===== src/lpst_map.vh =====
// constants for the lvds pixel serializer transmitter
// How it works
// [RQ1] take 21 inputs per pixel: six red, six green, six blue, three timing lines
// [RQ2] drive serial pixel data on three lanes, each a true and complement output
// [RQ3] forward a locked copy of the pixel clock on its own pair
// [RQ4] while standby request is low, all pairs are released to high impedance
// [RQ5] standby resets the core, drops lock and holds it idle until release
// [RQ6] strobe select high samples on rising pixel edge, low on falling edge
// [RQ7] strobe select left open reads low, so falling edge is the default
// [RQ8] clock and data may start in any order after standby release
// [RQ9] a stopped then resumed pixel clock relocks without any standby cycle
// [RQ10] source should pulse standby after an unstable clock so lock can settle
// [RQ11] source should pulse standby whenever clock and data stop and restart
// [RQ12] track spread clocks up to 100kHz, +-2.5% centre or -5% down spread
// [RQ13] lock and valid outputs within 10 ms of a valid clock after release
// [RQ14] outputs reach the standby state within 100 ns of standby request
// [RQ15] seven bits per lane per pixel, fixed slot order aligned to forwarded clock
// [RQ16] with pixel clock missing and standby released, all pairs drive logic low
`ifndef LPST_MAP_VH
`define LPST_MAP_VH

// ***********************************************
// link shape
// ***********************************************
`define LPST_LANES         3
`define LPST_SLOTS         7
`define LPST_COLOR_BITS    6
`define LPST_PIXEL_BITS    21
`define LPST_SYNC_BITS     24
`define LPST_LAST_SLOT     3'h6
`define LPST_SLOT_STEP     17'h00007
`define LPST_CLK_PATTERN   7'h63

// ***********************************************
// timing
// ***********************************************
`define LPST_CLK_PERIOD_NS 10
`define LPST_PD_DELAY_NS   100
`define LPST_PD_DELAY_CYC  (`LPST_PD_DELAY_NS / `LPST_CLK_PERIOD_NS)
`define LPST_PD_PATH_CYC   3
`define LPST_LOCK_TIME_MS  10
`define LPST_LOCK_CYC      20'hF4240
`define LPST_LOSS_CYC      16'h00C8
`define LPST_STABLE_NEED   3'h4
`define LPST_CNT_MAX       16'hFFFF

// ***********************************************
// core states
// ***********************************************
`define LPST_ST_STANDBY    2'h0
`define LPST_ST_ACQUIRE    2'h1
`define LPST_ST_LOCKED     2'h2

`endif


===== src/lpst_sync2.v =====
// two flop synchroniser for pins from outside the clk domain
`timescale 1ns/100ps
`default_nettype none
module lpst_sync2 #(
  parameter WIDTH = 1
)(
  // clock and reset
  input  wire             clk,
  input  wire             sys_rst,
  // pins and synchronised copies
  input  wire [WIDTH-1:0] async,
  output wire [WIDTH-1:0] synced
);

  // ***********************************************
  // one pair of flops per bit
  // ***********************************************
  genvar i;
  generate
    for (i = 0; i < WIDTH; i = i + 1)
    begin : bitSync
      reg meta_r;
      reg hold_r;
      // first flop feeds only the second
      always @(posedge clk)
      begin
        if (sys_rst)
        begin
          meta_r <= 1'b0;
          hold_r <= 1'b0;
        end
        else
        begin
          meta_r <= async[i];
          hold_r <= meta_r;
        end
      end
      assign synced[i] = hold_r;
    end
  endgenerate

endmodule
`default_nettype wire


===== src/lpst_tx.v =====
// lvds pixel serializer transmitter core
`timescale 1ns/100ps
`default_nettype none
`include "lpst_map.vh"
module lpst_tx #(
  parameter [19:0] LOCK_CYC = `LPST_LOCK_CYC
)(
  // clock and reset
  input  wire       clk,
  input  wire       sys_rst,
  // parallel pixel inputs
  input  wire [5:0] pixelRed,
  input  wire [5:0] pixelGreen,
  input  wire [5:0] pixelBlue,
  input  wire       lineSync,
  input  wire       frameSync,
  input  wire       displayEnable,
  input  wire       pixelClockInput,
  // straps and standby
  input  wire       strobeEdgeSelect,
  input  wire       standbyRequestN,
  // serial link
  output reg  [2:0] serialLaneTrue,
  output reg  [2:0] serialLaneComplement,
  output reg        forwardedClockTrue,
  output reg        forwardedClockComplement,
  output reg        linkOutEnableN,
  // status
  output reg        pllLocked
);

  // ***********************************************
  // pin synchronisers
  // ***********************************************
  wire [23:0] syncIn;
  wire [23:0] syncOut;
  wire [20:0] pixSync;
  wire        clkSync;
  wire        strobeSync;
  wire        standbySync;

  // pixel word packed lsb first: red, green, blue, line, frame, enable
  assign syncIn = {standbyRequestN, strobeEdgeSelect, pixelClockInput,
                   displayEnable, frameSync, lineSync,
                   pixelBlue, pixelGreen, pixelRed}; // RQ1

  lpst_sync2 #(
    .WIDTH (`LPST_SYNC_BITS)
  ) pinSync (
    .clk     (clk),
    .sys_rst (sys_rst),
    .async   (syncIn),
    .synced  (syncOut)
  );

  assign pixSync     = syncOut[20:0];
  assign clkSync     = syncOut[21];
  assign strobeSync  = syncOut[22];
  assign standbySync = syncOut[23];

  // standby acts as a full reset of the core
  wire coreRst;
  assign coreRst = sys_rst | ~standbySync; // RQ5

  // ***********************************************
  // strobe edge strap and pixel edge detect
  // ***********************************************
  reg clkPrev_r;
  reg edgeSel_r;
  reg strapCaught_r;
  wire riseEdge;
  wire fallEdge;
  wire sampleEdge;

  always @(posedge clk)
  begin
    if (coreRst)
    begin
      clkPrev_r     <= 1'b0;
      edgeSel_r     <= 1'b0; // RQ7
      strapCaught_r <= 1'b0;
    end
    else
    begin
      clkPrev_r <= clkSync;
      // strap is caught once after each release of standby
      if (!strapCaught_r)
      begin
        edgeSel_r     <= strobeSync; // RQ6
        strapCaught_r <= 1'b1;
      end
    end
  end

  assign riseEdge   = clkSync & ~clkPrev_r;
  assign fallEdge   = ~clkSync & clkPrev_r;
  assign sampleEdge = strapCaught_r & (edgeSel_r ? riseEdge : fallEdge); // RQ6

  // ***********************************************
  // period measurement and clock loss
  // ***********************************************
  reg  [15:0] sinceEdge_r;
  reg  [15:0] period_r;
  reg  [15:0] prevPeriod_r;
  reg         seenEdge_r;
  reg         periodValid_r;
  wire        clkLost;
  wire [15:0] periodNew;
  wire [15:0] periodDiff;
  wire        periodStable;

  assign periodNew  = sinceEdge_r + 16'h0001;
  assign periodDiff = (periodNew > period_r) ? (periodNew - period_r)
                                             : (period_r - periodNew);
  // 1/16 window plus one clk of sampling jitter, else short periods never settle
  assign periodStable = periodDiff <= ({4'h0, period_r[15:4]} + 16'h0001); // RQ12
  assign clkLost      = sinceEdge_r >= `LPST_LOSS_CYC; // RQ16

  always @(posedge clk)
  begin
    if (coreRst)
    begin
      sinceEdge_r   <= 16'h0000;
      period_r      <= 16'h0000;
      prevPeriod_r  <= 16'h0000;
      seenEdge_r    <= 1'b0;
      periodValid_r <= 1'b0;
    end
    else if (sampleEdge)
    begin
      sinceEdge_r <= 16'h0000;
      seenEdge_r  <= 1'b1;
      // every period is retaken, so a spread clock is tracked
      if (seenEdge_r)
      begin
        prevPeriod_r  <= period_r;
        period_r      <= periodNew; // RQ12
        periodValid_r <= 1'b1;
      end
    end
    else if (clkLost)
    begin
      // a stopped clock forgets its history and relocks later
      seenEdge_r    <= 1'b0; // RQ9
      periodValid_r <= 1'b0;
      sinceEdge_r   <= `LPST_LOSS_CYC;
    end
    else if (sinceEdge_r != `LPST_CNT_MAX)
    begin
      sinceEdge_r <= sinceEdge_r + 16'h0001;
    end
  end

  // ***********************************************
  // lock state machine
  // ***********************************************
  localparam [1:0] ST_STANDBY = `LPST_ST_STANDBY;
  localparam [1:0] ST_ACQUIRE = `LPST_ST_ACQUIRE;
  localparam [1:0] ST_LOCKED  = `LPST_ST_LOCKED;

  reg  [1:0]  state_r;
  reg  [1:0]  state_nxt;
  reg  [2:0]  stableCnt_r;
  reg  [19:0] waitCnt_r;
  wire        waitDone;

  assign waitDone = waitCnt_r >= (LOCK_CYC - 20'h00001);

  always @*
  begin
    state_nxt = state_r;
    case (state_r)
      ST_STANDBY:
        state_nxt = ST_ACQUIRE; // RQ8
      ST_ACQUIRE:
      begin
        if (!clkLost && periodValid_r &&
            (stableCnt_r >= `LPST_STABLE_NEED || waitDone))
          state_nxt = ST_LOCKED; // RQ13
      end
      ST_LOCKED:
      begin
        if (clkLost)
          state_nxt = ST_ACQUIRE; // RQ9
      end
      default:
        state_nxt = ST_STANDBY;
    endcase
  end

  always @(posedge clk)
  begin
    if (coreRst)
    begin
      state_r     <= ST_STANDBY; // RQ5
      stableCnt_r <= 3'h0;
      waitCnt_r   <= 20'h00000;
    end
    else
    begin
      state_r <= state_nxt;
      if (state_r != ST_ACQUIRE || clkLost || !seenEdge_r)
      begin
        // watchdog runs only while a clock is really present
        stableCnt_r <= 3'h0;
        waitCnt_r   <= 20'h00000;
      end
      else
      begin
        if (!waitDone)
          waitCnt_r <= waitCnt_r + 20'h00001; // RQ13
        if (sampleEdge && periodValid_r)
        begin
          if (!periodStable || prevPeriod_r == 16'h0000)
            stableCnt_r <= 3'h0;
          else if (stableCnt_r != `LPST_STABLE_NEED)
            stableCnt_r <= stableCnt_r + 3'h1;
        end
      end
    end
  end

  // ***********************************************
  // bit slot timing
  // ***********************************************
  // slots are spread over the measured period by a phase accumulator;
  // resolution is one clk, so slot edges jitter by up to 10 ns
  reg  [20:0] word_r;
  reg  [2:0]  slot_r;
  reg  [15:0] phase_r;
  reg         running_r;
  wire [16:0] phaseSum;
  wire        slotStep;

  assign phaseSum = {1'b0, phase_r} + `LPST_SLOT_STEP;
  assign slotStep = phaseSum >= {1'b0, period_r};

  always @(posedge clk)
  begin
    if (coreRst)
    begin
      word_r    <= 21'h000000;
      slot_r    <= 3'h0;
      phase_r   <= 16'h0000;
      running_r <= 1'b0;
    end
    else if (sampleEdge)
    begin
      word_r    <= pixSync; // RQ1
      slot_r    <= 3'h0; // RQ15
      phase_r   <= 16'h0000;
      running_r <= periodValid_r;
    end
    else if (clkLost)
    begin
      running_r <= 1'b0;
    end
    else if (slot_r != `LPST_LAST_SLOT)
    begin
      if (slotStep)
      begin
        phase_r <= phaseSum[15:0] - period_r;
        slot_r  <= slot_r + 3'h1; // RQ15
      end
      else
      begin
        phase_r <= phaseSum[15:0];
      end
    end
  end

  // ***********************************************
  // lane mapping
  // ***********************************************
  // lane 0: red 0-5, green 0; lane 1: green 1-5, blue 0-1;
  // lane 2: blue 2-5, line, frame, enable; slot n sends bit n
  wire [2:0] laneBit;
  wire [2:0] patIdx;
  wire       clkBit;

  genvar l;
  generate
    for (l = 0; l < `LPST_LANES; l = l + 1)
    begin : laneMap
      wire [6:0] laneWord;
      assign laneWord   = word_r[7*l +: 7];
      assign laneBit[l] = laneWord[slot_r]; // RQ15
    end
  endgenerate

  // forwarded clock high for slots 0,1,5,6 so its rise marks slot 5
  assign patIdx = `LPST_LAST_SLOT - slot_r;
  assign clkBit = |(`LPST_CLK_PATTERN & (7'h01 << patIdx)); // RQ3

  // ***********************************************
  // output drivers
  // ***********************************************
  // standby reaches the pins after two sync flops and this register,
  // well inside the allowed delay
  wire sending;
  assign sending = (state_r == ST_LOCKED) && running_r;

  always @(posedge clk)
  begin
    if (coreRst)
    begin
      linkOutEnableN           <= 1'b1; // RQ4
      serialLaneTrue           <= 3'h0; // RQ14
      serialLaneComplement     <= 3'h0;
      forwardedClockTrue       <= 1'b0;
      forwardedClockComplement <= 1'b0;
      pllLocked                <= 1'b0; // RQ5
    end
    else
    begin
      linkOutEnableN <= 1'b0;
      pllLocked      <= (state_r == ST_LOCKED);
      if (sending)
      begin
        serialLaneTrue           <= laneBit; // RQ2
        serialLaneComplement     <= ~laneBit; // RQ2
        forwardedClockTrue       <= clkBit; // RQ3
        forwardedClockComplement <= ~clkBit; // RQ3
      end
      else
      begin
        // no usable clock: every pair sits at logic low
        serialLaneTrue           <= 3'h0; // RQ16
        serialLaneComplement     <= 3'h7; // RQ16
        forwardedClockTrue       <= 1'b0;
        forwardedClockComplement <= 1'b1;
      end
    end
  end

endmodule
`default_nettype wire


===== config.mk =====
export PLATFORM = sky130hd
export DESIGN_NAME = lpst_tx
export DESIGN_NICKNAME = d
export VERILOG_FILES = /design/src/lpst_sync2.v /design/src/lpst_tx.v
export VERILOG_INCLUDE_DIRS = /design/src
export SDC_FILE = /design/constraint.sdc
export NUM_CORES = 1
export LEC_CHECK = 0
export BUFFER_PORTS_ARGS = -buffer_cell sky130_fd_sc_hd__buf_4
export CORE_AREA = 2 2 191 136
export DETAILED_ROUTE_END_ITERATION = 8
export DIE_AREA = 0 0 193 138
export SLEW_MARGIN = 10
export SYNTH_ARGS = -nofsm -noshare
export SYNTH_HDL_FRONTEND = slang
export SYNTH_HIERARCHICAL = 1
export SYNTH_SLANG_ARGS = --single-unit
export TNS_END_PERCENT = 100

===== constraint.sdc =====
create_clock -name clk -period 6.2 [get_ports clk]
set_clock_uncertainty 0.2 [all_clocks]
set_input_delay 0.93 -clock clk [delete_from_list [all_inputs] [get_ports clk]]
set_output_delay 0.93 -clock clk [all_outputs]
set_load 0.01 [all_outputs]

Word-level counts from Yosys, hierarchy flattened
Index checks and enable logic that the tools add are counted.
- ROM bits: 0
- input port bits: 26
- memories kept: 0
- latch bits: 0
- output and inout port bits: 10
- RAM bits: 0
- word-level logic and storage cells: 160
- flip-flop bits (word level): 177
- reductions and logical operators: 27
- multiply operators: 0
- order comparisons: 7
- muxes and demuxes: 25
- add/subtract/negate cells: 10
- div/mod/pow operators: 0
- shift-type cells: 1
- bitwise logic cells: 11
- eq/ne operators: 9
- operators by type and width (kind ; number):
    subtractor 16 bit ; 3
    2-to-1 mux 16 bit ; 2
    adder 20 x 1 -> 20 bit, second input constant ; 1
    greater-or-equal comparator 20 bit, second input constant ; 1
    adder 16 x 3 -> 17 bit, second input constant ; 1
    greater-or-equal comparator 17 x 16 -> 1 bit ; 1
    adder 16 x 1 -> 16 bit, second input constant ; 1
    greater-or-equal comparator 16 x 8 -> 1 bit, second input constant ; 1
    > comparator 16 bit ; 1
    <= comparator 16 x 13 -> 1 bit ; 1
    zero test 16 bit ; 1
    2-to-1 mux 8 bit ; 2
    inequality test 16 bit, second input constant ; 1
    adder 12 x 1 -> 13 bit, second input constant ; 1
    2-to-1 mux 1 bit ; 12
    AND reduction 2 bit ; 5
    binary-select mux 1 bit (select 3 bit) ; 3
    2-to-1 mux 3 bit ; 3
    left shift 1 x 3 -> 7 bit, first input constant ; 1
    adder 3 x 1 -> 3 bit, second input constant ; 2
    inequality test 3 bit, second input constant ; 2
    NOT 1 bit ; 6
    case mux 2 bit (3 select lines) ; 1
    nonzero test 2 bit ; 3
    other kinds (19) ; 34

Longest topological paths before layout
- depth after elaboration: 8
- depth in mapped cells: 28
- depth with buffers taken out: 26

By module
The synthesis kept the hierarchy.
- by module, submodules not included (module ; seq. area each (µm²) ; cells each ; instances ; area each (µm²)):
    lpst_tx ; 2582.5 ; 1043 ; 1 ; 8316.7
    lpst_sync2 ; 960.9 ; 125 ; 1 ; 1485.2

Worst setup path after synthesis
Ideal clock, no wire load.
- path kind: register to register
- start point: register sinceEdge_r[2]
- end point: register stableCnt_r[0]
- period minus slack after synthesis: 5.217 ns
- path buffers: 2
- stages on the path, launching flop included: 29
- library setup time: 0.121 ns
- arrival time: 4.896 ns
- slack: 0.983 ns
- required time: 5.879 ns
- cells stage by stage: dfxtp_1 and3_1 nand2_1 nor3_1 nand3_1 xor2_1 inv_1 ha_1 buf_6 a21o_1 nand3_1 a21oi_1 o41a_1 o21ai_2 buf_6 nor2_1 a31oi_1 a221oi_2 xnor2_1 ha_1 and4_1 nand3_1 a21o_1 a32o_1 and4b_1 nand4_1 o31ai_1 a41o_1 mux2_2
- longest elaborated chain between the ends: 8
- elaborated cells between the ends (all ways): 15
- those cells by class: 3 x add/sub; 3 x order compare; 2 x mux; 7 x reduce/logical
- RTL lines (element ; RTL line ; source):
    from (decl) ; lpst_tx.v:102 ; reg [15:0] sinceEdge_r;
    from (signal assigned) ; lpst_tx.v:146 ; sinceEdge_r <= `LPST_LOSS_CYC;
    from (signal assigned) ; lpst_tx.v:150 ; sinceEdge_r <= sinceEdge_r + 16'h0001;
    adder 16 x 1 -> 16 bit (*) ; lpst_tx.v:112 ; assign periodNew = sinceEdge_r + 16'h0001;
    named net periodNew[9] ; lpst_tx.v:108 ; wire [15:0] periodNew;
    subtractor 16 bit, or another cell as far along ; lpst_tx.v:114 ; : (period_r - periodNew);
    2-to-1 mux 16 bit (*) ; lpst_tx.v:113 ; assign periodDiff = (periodNew > period_r) ? (periodNew - period_r)
    <= comparator 16 x 13 -> 1 bit (*) ; lpst_tx.v:116 ; assign periodStable = periodDiff <= ({4'h0, period_r[15:4]} + 16'h0001);
    zero test 1 bit (*) ; lpst_tx.v:214 ; if (!periodStable || prevPeriod_r == 16'h0000)
    logical OR 1 bit (*) ; lpst_tx.v:214 ;
    nonzero test 2 bit (no source line) ; - ;
    AND reduction 2 bit (no source line) ; - ;
    to (signal assigned) ; lpst_tx.v:217 ; stableCnt_r <= stableCnt_r + 3'h1;
    to (decl) ; lpst_tx.v:163 ; reg [2:0] stableCnt_r;
The timed path passes the listed nets; every way through them passes the cells marked *.
A chain may end at the register's enable or synchronous reset.

Worst setup path after layout
- start point: register sinceEdge_r[0]
- end point: register stableCnt_r[0]
The elaborated chain is that of the path after synthesis.

==> reports/qor.txt <==
status: finished, final reports clean
Critical Path AT: 6.05 ns
# diodes: 0
ys async rst share: 0%
VDD IR max: 0.204 mV
worst-path fanout max: 12
vias per cell: 5.18
DR iter-0 viols: 675
average size of a mapped cell: 8.39 um2
max_cap viols: 0
H-tree depth: 4
Clock Root Buffer: clkbuf_16
commonest register cell after synthesis: dfxtp_1
class of the worst hold path: reg -> reg
Cell Area, Synth: 9800 um2
Area Growth Syn to Fin: 10.7%
Data required, critical path: 6.34 ns
drt first pass iters: 5
fin cells: 1520
critical path startpoint category: flip-flop
measured slew at the worst slew-check pin: 1.16 ns
Cell variety after synth: 69
Syn Inst Count: 1168
die height: 138 um
antenna viol nets, final: 0
via count: 7878
Tot Pwr: 2.37 mW
number of buffers created by CTS: 17
GR Util All Layers: 17.9%
Die ar.: 26600 um2
Seq/Total Area, Yosys: 36.2%
CP most frequent cell: ha_1
DRC Markers: 0
Crit. End Element: flip-flop
Max Slew Vio Count: 0
CTS Buffer Depth: 2
period utilization: 95.3%
clk slew on worst S/H paths: 0.08 ns
Post-DP HPWL: 17400 um
wire per inst: 15.5 um
Sink Count: 177
initial core utilization: 39.0%
#FFs+latches synth: 177
Worst-Skew Late Latency: 0.44 ns
largest net degree at the start of global routing: 50
max_slew headroom: 22.7%
Ports: 36
pwr/cell area: 219 nW/um2
top-area cell type share of the netlist area: 36.2%
EDFF count, synth: 0
CP peak stage delay: 0.47 ns
WHS: 0.235 ns
final wirelength: 23500 um
Leakage Power: 4.15 nW
Final nets: 1276
post-layout minimum cycle time: 5.91 ns
CTS Hold Buffers Added: 0
CTS tree: yes
synth top area cells: dfxtp_1, ha_1, a21oi_1
GRT overflow: 0
vias in the first global route: 7104
Die Span X: 193 um
layout cells sized above 1: 9.67%
# rows: 49
setup TNS: 0 ns
placed cell count: 1486
synth warn: 6
largest area contributor in the netlist: dfxtp_1
global placer's final weighted congestion: 0.940
Core Region: 25100 um2
antenna violations before repair: 0
IO buf count: 35
first-pass GRT wire length: 37900 um
Hold Fails Final Rpt: 0
slowest CP cell: dfxtp_1
WS Path Type: reg -> reg
setup violators final: 0
Max Freq: 169 MHz
synthesized netlist by cell type (3+ instances only):
| master | count |
|---|---|
| or2_2 | 3 |
| nor2_1 | 94 |
| nand3b_1 | 5 |
| buf_4 | 27 |
| a31oi_1 | 9 |
| and2_1 | 12 |
| ha_1 | 71 |
| o21ai_1 | 6 |
| nand3_1 | 35 |
| o211ai_1 | 6 |
| nor2b_1 | 55 |
| or3_1 | 5 |
| o21a_1 | 5 |
| inv_1 | 53 |
| nor3_1 | 14 |
| dfxtp_1 | 177 |
| fa_1 | 3 |
| a32oi_1 | 3 |
| o21ai_0 | 36 |
| a221oi_2 | 3 |
| mux4_2 | 3 |
| mux2i_1 | 15 |
| mux2_2 | 4 |
| clkbuf_1 | 32 |
| o31ai_1 | 3 |
| xnor2_1 | 41 |
| o22ai_1 | 4 |
| a21o_1 | 21 |
| buf_6 | 5 |
| and3_1 | 19 |
| buf_2 | 14 |
| nand4_1 | 14 |
| nand2b_1 | 6 |
| o21bai_1 | 5 |
| a211oi_1 | 20 |
| xor2_1 | 44 |
| a21oi_1 | 109 |
| nor4_1 | 10 |
| nand2_1 | 140 |
| and4_1 | 6 |
placed cells by master (no fill, tap or decap), types with 6 or more instances in the layout:
cell type,count
a211oi_1,20
clkbuf_16,17
nand3_1,35
a31oi_1,9
o21ai_1,6
nor2_1,94
a21o_1,21
and2_1,12
nor2b_1,55
nand2_1,140
o211ai_1,6
nor3_1,13
mux2i_1,15
buf_4,60
ha_1,71
dfxtp_1,177
nand4_1,14
and4_1,6
conb_1,8
nor4_1,10
o21ai_0,36
xor2_1,44
and3_1,19
inv_1,53
a21oi_1,109
xnor2_1,41
cell families after synthesis:
family                   share of synthesized area, %
adder cells (fa/ha/maj)                          9.68
AO/OA/AOI/OAI                                    16.3
AND/OR/NAND/NOR                                  20.9
multiplexers                                     2.68
other                                          0.0383
XOR/XNOR                                         7.60
flip-flops                                       36.2
buffers and inverters                            6.61
critical path, delay by kind of cell (launching register included):
kind	cells	cell delay, ns
XOR/XNOR	2	0.35
AO/OA/AOI/OAI	8	1.86
multiplexers	1	0.25
buffers and inverters	2	0.35
AND/OR/NAND/NOR	9	1.44
flip-flops	1	0.47
adder cells (fa/ha/maj)	3	0.89
final timing paths:
check                                          startpoint             end  slack [ns]  cells after the start
worst max-delay path                       sinceEdge_r[0]  stableCnt_r[0]        0.29                     25
worst min-delay path            pinSync/bitSync[2].hold_r       word_r[2]        0.23                      2
worst max register to register             sinceEdge_r[0]  stableCnt_r[0]        0.29                     25
worst min register to register  pinSync/bitSync[2].hold_r       word_r[2]        0.23                      2
flip-flops by register name, summed over array words and instances, names as in the netlist, 16 cells and up:
register / count
pinSync/bitSync.hold_r: 24
pinSync/bitSync.meta_r: 24
word_r: 21
waitCnt_r: 20
period_r: 16
phase_r: 16
prevPeriod_r: 16
sinceEdge_r: 16
metrics by stage:
step | utilization, % | setup WS [ns] | cell area (um2)
CTS | 43.0 | 0.139 | 10800
finish | 43.2 | 0.294 | 10800
global route | 43.2 | -0.00246 | 10800
floorplan | - | 0.983 | 9830
global placement | 40.7 | 0.275 | 10200
detailed placement | 40.7 | 0.146 | 10200
layout make-up:
cell class / instances / area, um2
Clock buffer: 18 / 429
Clock inverter: 14 / 156
Fill cell: 2498 / 14300
Inverter: 53 / 199
Multi-Input combinational cell: 867 / 5660
Sequential cell: 177 / 3540
Tap cell: 331 / 414
Timing Repair Buffer: 60 / 450
layer usage:
metal / GRT usage (%) / vias up / wire [um]
met5: 0 / - / 0
met3: 3.66 / 18 / 1460
met1: 29.3 / 3607 / 12800
li1: - / 4018 / -
met4: 4.19 / 0 / 233
met2: 23.1 / 235 / 8960
where the power goes:
part | switching (mW) | internal (mW) | leakage, nW
logic | 0.0775 | 0.0681 | 2.43
registers | 0.00788 | 1.16 | 1.44
clock network | 0.522 | 0.542 | 0.284
total | 0.607 | 1.77 | 4.15
repair_timing:
action                     in CTS  in global routing
setup buffers                   0                  2
setup endpoints to repair       0                  3
gates resized for setup         0                  3
No activity file was read; power rests on OpenSTA's default activity.
